<file path="src/mtx_pkg.sv">
/*
  constants, state type and timing figures for the 10 Mbps mii transmit status block.
  assumes a single 200 MHz core clock; every link-side time is counted in its cycles.
*/
// Summary of operation
// - the block drives the transmit clock with a 400 ns period, 200 ns high and 200 ns low.
// - about 2.2 us after transmit enable drops, the collision output rises as the sqe test.
// - the sqe collision pulse lasts 1.0 us and is then released.
// - carrier sense rises about 600 ns after transmit enable rises.
// - carrier sense falls about 1.0 us after transmit enable falls.
// - in led_function_select 00 with speed_100 high the speed led goes from low to high about 4.4 us after link loss.
// - in led_function_select 01 the link led goes from low to high in the same link-loss reaction time.
// - the interrupt output rises on a link-down change within that same reaction time.
package mtx_pkg;

  // core clock
  localparam int CLK_PERIOD_NS = 5;

  // link-side times, figures as printed
  localparam int TXC_PERIOD_NS = 400;
  localparam int TXC_HALF_NS = 200;
  localparam int CRS_ON_NS = 600;
  localparam real CRS_OFF_US = 1.0;
  localparam real SQE_DELAY_US = 2.2;
  localparam real SQE_PULSE_US = 1.0;
  localparam real LINK_LOSS_US = 4.4;

  // derived cycle counts
  localparam int TXC_HALF_CYC = TXC_HALF_NS / CLK_PERIOD_NS;
  localparam int CRS_ON_CYC = CRS_ON_NS / CLK_PERIOD_NS;
  localparam int CRS_OFF_CYC = int'(CRS_OFF_US * 1000.0 / real'(CLK_PERIOD_NS));
  localparam int SQE_DELAY_CYC = int'(SQE_DELAY_US * 1000.0 / real'(CLK_PERIOD_NS));
  localparam int SQE_PULSE_CYC = int'(SQE_PULSE_US * 1000.0 / real'(CLK_PERIOD_NS));
  localparam int LINK_LOSS_CYC = int'(LINK_LOSS_US * 1000.0 / real'(CLK_PERIOD_NS));

  // counter widths and compare points
  localparam int DIV_W = 6;
  localparam int CNT_W = 10;
  localparam logic [DIV_W-1:0] TXC_HALF_LAST = DIV_W'(TXC_HALF_CYC - 1);
  localparam logic [CNT_W-1:0] CRS_ON_AT = CNT_W'(CRS_ON_CYC - 1);
  localparam logic [CNT_W-1:0] CRS_ON_DONE = CNT_W'(CRS_ON_CYC);
  localparam logic [CNT_W-1:0] CRS_OFF_AT = CNT_W'(CRS_OFF_CYC - 1);
  localparam logic [CNT_W-1:0] SQE_ON_AT = CNT_W'(SQE_DELAY_CYC - 1);
  localparam logic [CNT_W-1:0] SQE_OFF_AT = CNT_W'(SQE_DELAY_CYC + SQE_PULSE_CYC - 1);
  localparam logic [CNT_W-1:0] LOSS_AT = CNT_W'(LINK_LOSS_CYC - 1);

  // data path
  localparam int TXD_W = 4;
  localparam int FIFO_DEPTH = 16;

  // synchroniser bit layout
  localparam int SEL_W = 2;
  localparam int SY_W = 9;
  localparam int SYI_SEL = 0;
  localparam int SYI_SPD = 2;
  localparam int SYI_LINK = 3;
  localparam int SYI_TXEN = 4;
  localparam int SYI_TXD = 5;

  // led function select codes and levels
  localparam logic [SEL_W-1:0] LED_SEL_SPEED = 2'h0;
  localparam logic [SEL_W-1:0] LED_SEL_LINK = 2'h1;
  localparam logic LED_OFF = 1'h1;

  // reset values
  localparam logic SYNC_RST = 1'h0;
  localparam logic TXC_RST = 1'h0;
  localparam logic LINK_RST = 1'h0;

  typedef enum logic [2:0] {
    ST_IDLE = 3'h1,
    ST_FRAME = 3'h2,
    ST_TAIL = 3'h4
  } mtx_state_t;

endpackage

</file>
<file path="src/mtx_fifo.sv">
/*
  nibble fifo with registered output stage, valid/ready on both sides.
  assumes one clock; out_ready may stall, which fills the fifo and drops in_ready.
*/
`timescale 1ns/1ps
module mtx_fifo import mtx_pkg::*; #(
  parameter int W = TXD_W,
  parameter int D = FIFO_DEPTH
) (
  // clock and reset
  input wire logic clk,
  input wire logic nrst,
  // fill side
  input wire logic [W-1:0] in_data,
  input wire logic in_valid,
  output logic in_ready,
  // drain side
  output logic [W-1:0] out_data,
  output logic out_valid,
  input wire logic out_ready
);

  localparam int AW = $clog2(D);

  logic [W-1:0] mem [D];
  logic [AW:0] wr_ptr_ff;
  logic [AW:0] rd_ptr_ff;
  logic [W-1:0] out_data_ff;
  logic out_valid_ff;
  logic full;
  logic empty;
  logic push;
  logic pop;

  assign empty = wr_ptr_ff == rd_ptr_ff;
  assign full = (wr_ptr_ff[AW] != rd_ptr_ff[AW]) && (wr_ptr_ff[AW-1:0] == rd_ptr_ff[AW-1:0]);
  assign push = in_valid && !full;
  assign pop = !empty && (!out_valid_ff || out_ready);
  assign in_ready = !full;
  assign out_data = out_data_ff;
  assign out_valid = out_valid_ff;

  always_ff @(posedge clk) begin
    if (push) begin
      mem[wr_ptr_ff[AW-1:0]] <= in_data;
    end
  end

  always_ff @(posedge clk) begin
    if (!nrst) begin
      wr_ptr_ff <= '0;
      rd_ptr_ff <= '0;
    end else begin
      if (push) begin
        wr_ptr_ff <= wr_ptr_ff + 1'b1;
      end
      if (pop) begin
        rd_ptr_ff <= rd_ptr_ff + 1'b1;
      end
    end
  end

  // output register keeps the drain side straight off a flop
  always_ff @(posedge clk) begin
    if (!nrst) begin
      out_data_ff <= '0;
      out_valid_ff <= 1'h0;
    end else if (pop) begin
      out_data_ff <= mem[rd_ptr_ff[AW-1:0]];
      out_valid_ff <= 1'h1;
    end else if (out_ready) begin
      out_valid_ff <= 1'h0;
    end
  end
endmodule

</file>
<file path="src/mtx_sync.sv">
/*
  three-stage pin synchroniser; a bit changes only when stages two and three agree.
  assumes inputs asynchronous to clk and a synchronous active-low reset.
*/
`timescale 1ns/1ps
module mtx_sync import mtx_pkg::*; #(
  parameter int W = 1
) (
  // clock and reset
  input wire logic clk,
  input wire logic nrst,
  // pins in, filtered levels out
  input wire logic [W-1:0] din,
  output logic [W-1:0] dout
);

  for (genvar i = 0; i < W; i++) begin : g_bit
    logic s1_ff;
    logic s2_ff;
    logic s3_ff;
    logic q_ff;
    // first stage feeds only the second
    always_ff @(posedge clk) begin
      if (!nrst) begin
        s1_ff <= SYNC_RST;
        s2_ff <= SYNC_RST;
        s3_ff <= SYNC_RST;
        q_ff <= SYNC_RST;
      end else begin
        s1_ff <= din[i];
        s2_ff <= s1_ff;
        s3_ff <= s2_ff;
        if (s2_ff == s3_ff) begin
          q_ff <= s3_ff;
        end
      end
    end
    assign dout[i] = q_ff;
  end

endmodule

</file>
<file path="src/mtx_top.sv">
/*
  10 Mbps mii transmit status: transmit clock, nibble capture, carrier sense,
  sqe heartbeat on collision, link-loss led and interrupt indication.
  assumes the mac launches data on the transmit clock; link_ok comes from the receive side.
*/
`timescale 1ns/1ps
module mtx_top import mtx_pkg::*; (
  // clock and reset
  input wire logic core_clk,
  input wire logic nrst,
  // mii transmit
  output logic mii_tx_clk,
  input wire logic [TXD_W-1:0] mii_txd,
  input wire logic mii_tx_en,
  output logic mii_crs,
  output logic mii_col,
  // link status and strap inputs
  input wire logic link_ok,
  input wire logic speed_100,
  input wire logic [SEL_W-1:0] led_function_select,
  // indication outputs
  output logic led_speed,
  output logic led_link,
  output logic interrupt_out,
  // captured nibble stream
  output logic [TXD_W-1:0] tx_nibble,
  output logic tx_nibble_valid,
  input wire logic tx_nibble_ready,
  output logic tx_overflow
);

  ////////////////////////////////////////////////////////////////////////////////
  // input synchronisation

  logic [SY_W-1:0] sy_raw;
  logic [SY_W-1:0] sy_q;
  logic [TXD_W-1:0] txd_s;
  logic txen_s;
  logic link_s;
  logic speed_s;
  logic [SEL_W-1:0] sel_s;

  assign sy_raw = {mii_txd, mii_tx_en, link_ok, speed_100, led_function_select};

  mtx_sync #(.W(SY_W)) u_sync (
    .clk(core_clk),
    .nrst(nrst),
    .din(sy_raw),
    .dout(sy_q)
  );

  assign txd_s = sy_q[SYI_TXD +: TXD_W];
  assign txen_s = sy_q[SYI_TXEN];
  assign link_s = sy_q[SYI_LINK];
  assign speed_s = sy_q[SYI_SPD];
  assign sel_s = sy_q[SYI_SEL +: SEL_W];

  ////////////////////////////////////////////////////////////////////////////////
  // transmit clock divider

  logic [DIV_W-1:0] div_cnt_ff;
  logic txc_ff;
  logic half_done;
  logic rise_tick;

  assign half_done = div_cnt_ff == TXC_HALF_LAST;
  assign rise_tick = half_done && !txc_ff;

  always_ff @(posedge core_clk) begin
    if (!nrst) begin
      div_cnt_ff <= '0;
      txc_ff <= TXC_RST;
    end else if (half_done) begin
      div_cnt_ff <= '0;
      txc_ff <= ~txc_ff;
    end else begin
      div_cnt_ff <= div_cnt_ff + 1'b1;
    end
  end

  assign mii_tx_clk = txc_ff;

  ////////////////////////////////////////////////////////////////////////////////
  // enable capture at the transmit clock rise

  logic txen_smp_ff;
  logic start_ev;
  logic end_ev;
  logic push_try;
  logic fifo_in_ready;

  // synced pins lag the pin by a few core cycles, well inside the 120 ns setup
  always_ff @(posedge core_clk) begin
    if (!nrst) begin
      txen_smp_ff <= 1'h0;
    end else if (rise_tick) begin
      txen_smp_ff <= txen_s;
    end
  end

  assign start_ev = rise_tick && txen_s && !txen_smp_ff;
  assign end_ev = rise_tick && !txen_s && txen_smp_ff;
  assign push_try = rise_tick && txen_s;

  ////////////////////////////////////////////////////////////////////////////////
  // frame state and tail timer

  mtx_state_t st_ff;
  logic [CNT_W-1:0] tail_cnt_ff;

  always_ff @(posedge core_clk) begin
    if (!nrst) begin
      st_ff <= ST_IDLE;
      tail_cnt_ff <= '0;
    end else begin
      case (st_ff)
        ST_IDLE: begin
          if (start_ev) begin
            st_ff <= ST_FRAME;
          end
        end
        ST_FRAME: begin
          if (end_ev) begin
            st_ff <= ST_TAIL;
            tail_cnt_ff <= '0;
          end
        end
        ST_TAIL: begin
          // a new frame in the tail cancels any pending heartbeat
          if (start_ev) begin
            st_ff <= ST_FRAME;
          end else if (tail_cnt_ff == SQE_OFF_AT) begin
            st_ff <= ST_IDLE;
          end else begin
            tail_cnt_ff <= tail_cnt_ff + 1'b1;
          end
        end
        default: begin
          st_ff <= ST_IDLE;
        end
      endcase
    end
  end

  ////////////////////////////////////////////////////////////////////////////////
  // carrier sense

  logic [CNT_W-1:0] crs_on_cnt_ff;
  logic crs_ff;

  // separate on-timer so a frame shorter than the on delay still raises carrier
  always_ff @(posedge core_clk) begin
    if (!nrst) begin
      crs_on_cnt_ff <= CRS_ON_DONE;
    end else if (start_ev) begin
      crs_on_cnt_ff <= '0;
    end else if (crs_on_cnt_ff != CRS_ON_DONE) begin
      crs_on_cnt_ff <= crs_on_cnt_ff + 1'b1;
    end
  end

  always_ff @(posedge core_clk) begin
    if (!nrst) begin
      crs_ff <= 1'h0;
    end else if (crs_on_cnt_ff == CRS_ON_AT && !start_ev) begin
      crs_ff <= 1'h1;
    end else if (st_ff == ST_TAIL && tail_cnt_ff == CRS_OFF_AT && !start_ev) begin
      crs_ff <= 1'h0;
    end
  end

  assign mii_crs = crs_ff;

  ////////////////////////////////////////////////////////////////////////////////
  // sqe heartbeat

  logic col_ff;

  always_ff @(posedge core_clk) begin
    if (!nrst) begin
      col_ff <= 1'h0;
    end else if (start_ev) begin
      col_ff <= 1'h0;
    end else if (st_ff == ST_TAIL && tail_cnt_ff == SQE_ON_AT) begin
      col_ff <= 1'h1;
    end else if (st_ff == ST_TAIL && tail_cnt_ff == SQE_OFF_AT) begin
      col_ff <= 1'h0;
    end
  end

  assign mii_col = col_ff;

  ////////////////////////////////////////////////////////////////////////////////
  // nibble fifo; a full fifo drops the nibble and flags overflow until the next frame

  logic ovf_ff;

  mtx_fifo #(.W(TXD_W), .D(FIFO_DEPTH)) u_fifo (
    .clk(core_clk),
    .nrst(nrst),
    .in_data(txd_s),
    .in_valid(push_try),
    .in_ready(fifo_in_ready),
    .out_data(tx_nibble),
    .out_valid(tx_nibble_valid),
    .out_ready(tx_nibble_ready)
  );

  always_ff @(posedge core_clk) begin
    if (!nrst) begin
      ovf_ff <= 1'h0;
    end else if (push_try && !fifo_in_ready) begin
      ovf_ff <= 1'h1;
    end else if (start_ev) begin
      ovf_ff <= 1'h0;
    end
  end

  assign tx_overflow = ovf_ff;

  ////////////////////////////////////////////////////////////////////////////////
  // link-loss reaction, leds and interrupt

  logic [CNT_W-1:0] loss_cnt_ff;
  logic link_ind_ff;
  logic irq_ff;
  logic led_speed_ff;
  logic led_link_ff;
  logic loss_hit;

  function automatic logic led_drive(input logic en, input logic level);
    return en ? level : LED_OFF;
  endfunction

  assign loss_hit = link_ind_ff && !link_s && loss_cnt_ff == LOSS_AT;

  always_ff @(posedge core_clk) begin
    if (!nrst) begin
      loss_cnt_ff <= '0;
    end else if (link_s || !link_ind_ff) begin
      loss_cnt_ff <= '0;
    end else begin
      loss_cnt_ff <= loss_cnt_ff + 1'b1;
    end
  end

  // restore is indicated at once; only loss waits out the reaction time
  always_ff @(posedge core_clk) begin
    if (!nrst) begin
      link_ind_ff <= LINK_RST;
      irq_ff <= 1'h0;
    end else if (link_s) begin
      link_ind_ff <= 1'h1;
      irq_ff <= 1'h0;
    end else if (loss_hit) begin
      link_ind_ff <= 1'h0;
      irq_ff <= 1'h1;
    end
  end

  always_ff @(posedge core_clk) begin
    if (!nrst) begin
      led_speed_ff <= LED_OFF;
      led_link_ff <= LED_OFF;
    end else begin
      led_speed_ff <= led_drive(sel_s == LED_SEL_SPEED && link_ind_ff, !speed_s);
      led_link_ff <= led_drive(sel_s == LED_SEL_LINK, !link_ind_ff);
    end
  end

  assign led_speed = led_speed_ff;
  assign led_link = led_link_ff;
  assign interrupt_out = irq_ff;

  ////////////////////////////////////////////////////////////////////////////////
  // checks

  localparam int A_HALF = TXC_HALF_CYC;
  localparam int A_CRS_ON = CRS_ON_CYC;
  localparam int A_SQE_LEN_M1 = SQE_PULSE_CYC - 1;
endmodule

</file>
<file path="config.mk">
export PLATFORM = sky130hd
export DESIGN_NAME = mtx_top
export DESIGN_NICKNAME = d
export VERILOG_FILES = /design/src/mtx_pkg.sv /design/src/mtx_fifo.sv /design/src/mtx_sync.sv /design/src/mtx_top.sv
export SDC_FILE = /design/constraint.sdc
export NUM_CORES = 1
export LEC_CHECK = 0
export CAP_MARGIN = 20
export CORE_MARGIN = 8
export CORE_UTILIZATION = 40
export CTS_CLUSTER_SIZE = 20
export DETAILED_ROUTE_END_ITERATION = 6
export DONT_BUFFER_PORTS = 1
export HOLD_SLACK_MARGIN = 0.03
export PLACE_DENSITY = 0.52
export SLEW_MARGIN = 20
export SYNTH_ARGS = -nofsm -noshare
export SYNTH_HDL_FRONTEND = slang
export SYNTH_HIERARCHICAL = 1
export SYNTH_SLANG_ARGS = --single-unit
</file>
<file path="constraint.sdc">
create_clock -name core_clk -period 2.9 [get_ports core_clk]
set_input_delay 0 -clock core_clk [delete_from_list [all_inputs] [get_ports core_clk]]
set_output_delay 0 -clock core_clk [all_outputs]
set_load 0.1 [all_outputs]
</file>
After elaboration in Yosys (flattened, before gate mapping)

Memory sizes are Yosys's and may differ from the RTL's. A register that Yosys moved wholly into a read port is not among the register bits.
Index checks and enable logic that the tools add are counted.

Flip-flop bits (word level): 95
Latch bits: 0
RAM bits: 64
Memory bits (read-only): 0
Input bits: 12
Logic and storage cells: 160
Memories kept: 1

Memory list:

| memory     | depth | width | rd ports | clocked after Yosys merged registers in | wr ports | line           | source |
|---|---|---|---|---|---|---|---|
| u_fifo.mem | 16    | 4     | 1        | 1                                       | 1        | mtx_fifo.sv:25 | `logic [W-1:0] mem [D];` |

$add $sub $neg: 6
Multiply operators: 0
Divide/modulo/power cells: 0
$lt $le $gt $ge: 0
Equality and inequality tests: 28
Shifts and indexed selects: 0
Mux-type cells: 23
Bitwise logic cells: 2
Reduce and logical (&&, ||, !) cells: 46

Operators with widths:

| operator                                               | count |
|---|---|
| adder 10 x 1 -> 10 bit, second input constant          | 3 |
| 2-to-1 mux 10 bit                                      | 3 |
| equality test 10 bit, second input constant            | 2 |
| one-hot mux 10 bit (2 select lines)                    | 1 |
| logical AND 1 bit                                      | 17 |
| 2-to-1 mux 7 bit                                       | 2 |
| nonzero test 2 bit                                     | 7 |
| 2-to-1 mux 1 bit                                       | 12 |
| 2-to-1 mux 3 bit                                       | 4 |
| logical NOT 1 bit                                      | 11 |
| adder 5 x 1 -> 5 bit, second input constant            | 2 |
| equality test 10 x 7 -> 1 bit, second input constant   | 1 |
| equality test 10 x 8 -> 1 bit, second input constant   | 1 |
| equality test 10 x 9 -> 1 bit, second input constant   | 1 |
| inequality test 10 x 7 -> 1 bit, second input constant | 1 |
| equality test 1 bit                                    | 9 |
| one-hot mux 3 bit (3 select lines)                     | 1 |
| inequality test 2 bit, second input constant           | 4 |
| OR reduction 2 bit                                     | 4 |
| adder 6 x 1 -> 6 bit, second input constant            | 1 |
| equality test 6 bit, second input constant             | 1 |
| equality test 5 bit                                    | 1 |
| equality test 4 bit                                    | 1 |
| AND reduction 2 bit                                    | 2 |
| other kinds (11)                                       | 13 |

Longest topological paths before layout

Depth after elaboration: 8
Gate-level depth with buffers: 8

Modules after synthesis

The synthesis kept the hierarchy.

Modules (own cells, without submodules):

| module   | times used | cells an instance | area an instance (sq um) | seq. area each (sq um) |
|---|---|---|---|---|
| mtx_fifo | 1          | 213               | 3339.5                   | 2222.1 |
| mtx_top  | 1          | 264               | 2381.0                   | 960.9 |
| mtx_sync | 1          | 102               | 1138.6                   | 720.7 |

Worst setup path before layout

Ideal clock, no wire load.

Kind: flip-flop to flip-flop
Start: reg div_cnt_ff[0]
End: mem u_fifo/mem[3][0] (netlist bit) (enable)
Arrival: 2.100 ns
Required time: 2.539 ns
Slack: 0.439 ns
Stages on the path, launching flop included: 8
Buffers on the path: 0
Period minus slack after synthesis: 2.461 ns
Cell sequence: dfxtp_1 -> ha_1 -> nand4b_2 -> nor3_1 -> and2_1 -> a21boi_2 -> nand2_1 -> nor3_1

Longest elaborated chain between the ends: 6

Ends and longest elaborated chain:

| item                                   | line           | source |
|---|---|---|
| from (decl)                            | mtx_top.sv:61  | `logic [DIV_W-1:0] div_cnt_ff;` |
| from (signal assigned)                 | mtx_top.sv:77  | `div_cnt_ff <= div_cnt_ff + 1'b1;` |
| equality test 6 bit                    | mtx_top.sv:66  | `assign half_done = div_cnt_ff == TXC_HALF_LAST;` |
| logical AND 1 bit                      | mtx_top.sv:67  | `assign rise_tick = half_done && !txc_ff;` |
| logical AND 1 bit                      | mtx_top.sv:103 | `assign push_try = rise_tick && txen_s;` |
| net push_try                           | mtx_top.sv:89  | `logic push_try;` |
| logical AND 1 bit                      | mtx_fifo.sv:37 | `assign push = in_valid && !full;` |
| 2-to-1 mux 1 bit                       | mtx_fifo.sv:44 | `if (push) begin` |
| 2-to-1 mux 1 bit (implied by the code) | mtx_fifo.sv:45 | `mem[wr_ptr_ff[AW-1:0]] <= in_data;` |
| to (decl)                              | mtx_fifo.sv:25 |  |

The timed path passes the listed nets, and every way through them passes these cells.

Worst setup path after layout

Start: reg div_cnt_ff[0]
End: mem u_fifo/mem[3][2] (netlist bit) (enable)

The elaborated chain is that of the path after synthesis.

==> metrics.md <==
| Metric | Value |
|---|---|
| Status | finished clean |
| Sink Count | 163 |
| Fin. max-slew vios | 0 |
| Worst EP required | 2.95 ns |
| CTS Buffer Depth | 2 |
| Die area | 0.0216 mm^2 |
| Unrepaired setup endpoints after global routing | false |
| Setup violations, final | 0 |
| Cells along the critical path | ha_1 > nand4b_2 > nor3_1 > and2_1 > a21boi_2 > nand2_1 > nor3_1 |
| Clock latency on the worst-skew pair | 0.42 ns |
| Drt first-iter violations | 240 |
| Layout Nets | 616 |
| Yosys top cell by area | dfxtp_1 |
| Area growth syn-to-layout | 13.5% |
| Avg Cell Area, Syn | 11.8 um^2 |
| Worst hold-check path type | input pin to flip-flop |
| Root buffer cell | clkbuf_16 |
| Setup TNS | 0 ns |
| Layout cells sized above 1 | 15.0% |
| CP Max Fanout | 4 |
| Final worst slack | 0.504 ns |
| R2R cell count | 7 |
| Synth Flop Type | dfxtp_1 |
| Cell count after synthesis | 579 |
| Antenna-violating nets left | 0 |
| Worst Setup SP | div_cnt_ff[0]$_SDFF_PP0_ |
| Reg-to-reg endpoint | u_fifo/mem[3][2]$_DFFE_PP_ |
| CTS Buf Count | 17 |
| Pwr dens | 635 mW/mm^2 |
| Overflow after GRT | 0 |
| Clock slew at reported path FFs | 0.06 ns |
| Drt pass-1 iters | 4 |
| Synthesis Warnings | 6 |
| Critical Path End | u_fifo/mem[3][2]$_DFFE_PP_ |
| Initial antenna violation count | 0 |
| First-pass GRT wire length | 22200 um |
| MaxCap Viol Count | 0 |
| Pre-CTS setup slack | 0.520 ns |
| Synth Cell Area | 0.00686 mm^2 |
| Fmax | 417 MHz |
| Skew final | 0.00681 ns |
| Post-synth net total | 601 |
| Number of flops mapped to enable cells by yosys | 64 |
| Top Family by Delay on Critical Path | simple AND/OR/NAND/NOR gates |
| Reg-to-reg setup timing slack | 0.50 ns |
| I/O Pins | 24 |
| IO buf count | 0 |
| Resized Gates After CTS | 0 |
| Crit path top cell by count | nor3_1 |
| Antenna cells | 0 |
| Setup crit end kind | flip-flop |
| CP peak stage delay | 0.46 ns |
| Detailed placement HPWL | 8700 um |
| Fin area | 0.00778 mm^2 |
| Synth unique cells | 71 |
| Vias in the first global route | 4368 |
| Global-route total usage across every layer | 13.0% |
| Worst slew pin tran | 0.954 ns |
| RR Startpoint | div_cnt_ff[0]$_SDFF_PP0_ |
| CTS tree | yes |
| Total wire length | 13500 um |
| Area contributors post-synth | dfxtp_1 (29%), edfxtp_1 (28%), mux4_2 (3.9%) |
| GPL Wtd Cong | 0.759 |
| Area of the core | 0.0171 mm^2 |
| Wire per inst | 16.2 um |
| Crit Path Class | flip-flop to flip-flop |
| Slew HR | 36.3% |
| #FFs+latches synth | 163 |
| Largest net degree at the start of global routing | 85 |
| Initial Util | 40.2% |
| Final Hold Viols | 0 |
| Die Height | 147 um |
| Top-area cell type share of the netlist area | 28.9% |
| Asr flop ratio synth | 0% |
| WP buf/inv | 0 |
| H-Tree Depth | 4 |
| Tcrit/Tclk final | 82.6% |
| Via density | 5.16 |
| DRC violations left | 0 |
| Part of the Yosys area used for sequential elements | 56.9% |
| FP Rows | 48 |
| CP arrival | 2.45 ns |
| Die W | 147 um |
| Slowest-stage cell, CP | nor3_1 |
| Placed Area | 0.00707 mm^2 |
| Via Count | 4293 |
| Lkg Pwr | 2.92 nW |
| Worst Setup Start Kind | flip-flop |
| Worst path depth | 7 |
| Fin crit period | 2.40 ns |
| Peak supply drop | 0.000509 V |
| Post CTS Setup Buffer Count | 0 |
-- registers in the layout, summed over array words and instances, names as in the netlist, 3 cells and up --
register	flops
u_fifo/mem	64
u_fifo/out_data	4
u_sync/g_bit.s1_ff	9
crs_on_cnt_ff	10
st_ff	3
div_cnt_ff	6
loss_cnt_ff	10
u_fifo/wr_ptr_ff	5
u_sync/g_bit.q_ff	9
u_sync/g_bit.s2_ff	9
tail_cnt_ff	10
u_fifo/rd_ptr_ff	5
u_sync/g_bit.s3_ff	9
-- report_power, final --
part	total, W	leakage [nW]	internal, W	switching, W
clock	0.00208	0.269	0.00112	0.000952
combinational	0.000430	1.25	0.000105	0.000325
sequential	0.00244	1.40	0.00241	0.0000258
-- area by class of cell --
type	instances	area [um^2]
flip-flops and latches	163	3900
fillers	1576	9270
inverters	11	41.3
well taps	225	282
multi-input cells	369	2710
clock inverters	14	120
clock buffers	18	429
repair buffers	32	295
-- worst min-delay path, cell delays in order --
cell and delay [ns]:
nand2_1 0.13, nor4_1 0.22, a211o_1 0.13
-- repair_timing --
item	CTS	global route
setup endpoints to repair	0	0
hold buffers	15	0
hold endpoints to repair	99	0
-- logic make-up (layout without fill, tap and decap cells) --
| kind of cell | Yosys count | count (layout) | synth area share (%) |
|---|---|---|---|
| AO/OA/AOI/OAI | 88 | 88 | 9.10 |
| XOR/XNOR | 29 | 29 | 3.70 |
| adder cells (fa/ha/maj) | 10 | 10 | 1.82 |
| buffers and inverters | 47 | 75 | 3.52 |
| flip-flops | 163 | 163 | 56.9 |
| multiplexers | 31 | 31 | 6.79 |
| AND/OR/NAND/NOR | 211 | 211 | 18.2 |
-- cells in the final DEF (no fill, tap or decap), types with 6 or more instances in the layout --
cell / synthesis / layout
a21boi_0: 7 / 7
a21oi_1: 16 / 16
a31oi_1: 6 / 6
and2_1: 29 / 29
and2_2: 7 / 7
and3_1: 21 / 21
buf_4: 11 / 17
clkbuf_16: 0 / 17
dfxtp_1: 99 / 99
dlygate4sd3_1: 0 / 14
edfxtp_1: 64 / 64
ha_1: 10 / 10
inv_1: 11 / 11
mux2i_1: 15 / 15
mux4_2: 12 / 12
nand2_1: 41 / 41
nand2b_1: 7 / 7
nand3_1: 13 / 13
nand4_1: 8 / 8
nor2_1: 27 / 27
nor2b_1: 11 / 11
nor4_1: 7 / 7
o21ai_0: 21 / 21
xnor2_1: 11 / 11
xor2_1: 18 / 18
-- how the worst min path moves through the flow --
stage / start / to / cells past startpoint
after CTS: nrst / tail_cnt_ff[6]$_SDFFE_PN0P_ / 3
after floorplan: led_function_select[0] / u_sync/g_bit[0].s1_ff$_SDFF_PN0_ / 1
final: nrst / tail_cnt_ff[6]$_SDFFE_PN0P_ / 3
after global placement: nrst / crs_on_cnt_ff[5]$_SDFFE_PN1P_ / 1
after detailed placement: nrst / crs_on_cnt_ff[3]$_SDFFE_PN1P_ / 1
after global routing: nrst / tail_cnt_ff[7]$_SDFFE_PN0P_ / 3
-- through the flow --
stage	total power (W)	hold WS, ns	utilization [%]	cells
CTS	0.00501	0.0691	45.6	832
global route	0.00513	0.0920	45.6	832
detailed placement	0.00289	0.118	41.4	785
floorplan	0.00282	0.122	-	579
finish	0.00495	0.0961	45.6	832
global placement	0.00289	0.110	41.4	785
-- cell usage after synthesis (all sizes together) (5+ instances only) --
| master | count |
|---|---|
| a21oi | 17 |
| nor3 | 6 |
| and4 | 5 |
| nand3 | 13 |
| nor3b | 5 |
| mux2i | 15 |
| edfxtp | 64 |
| mux4 | 12 |
| clkbuf | 14 |
| nor4 | 8 |
| nor2b | 11 |
| a21boi | 12 |
| xnor2 | 11 |
| and3 | 22 |
| xor2 | 18 |
| nand2 | 41 |
| a31oi | 6 |
| inv | 11 |
| and2 | 37 |
| nand2b | 7 |
| ha | 10 |
| o21ai | 22 |
| a211o | 5 |
| dfxtp | 99 |
| nor2 | 28 |
| nand4 | 8 |
| buf | 22 |
-- per-layer routing --
layer	share of wire (%)	vias to the layer above	global-route usage (%)
met4	2.6	0	6.43
met5	0	-	0
met1	47	2074	15.8
met2	47	72	20.8
li1	-	2128	-
met3	3.8	19	3.66
No activity file was read; power rests on OpenSTA's default activity.
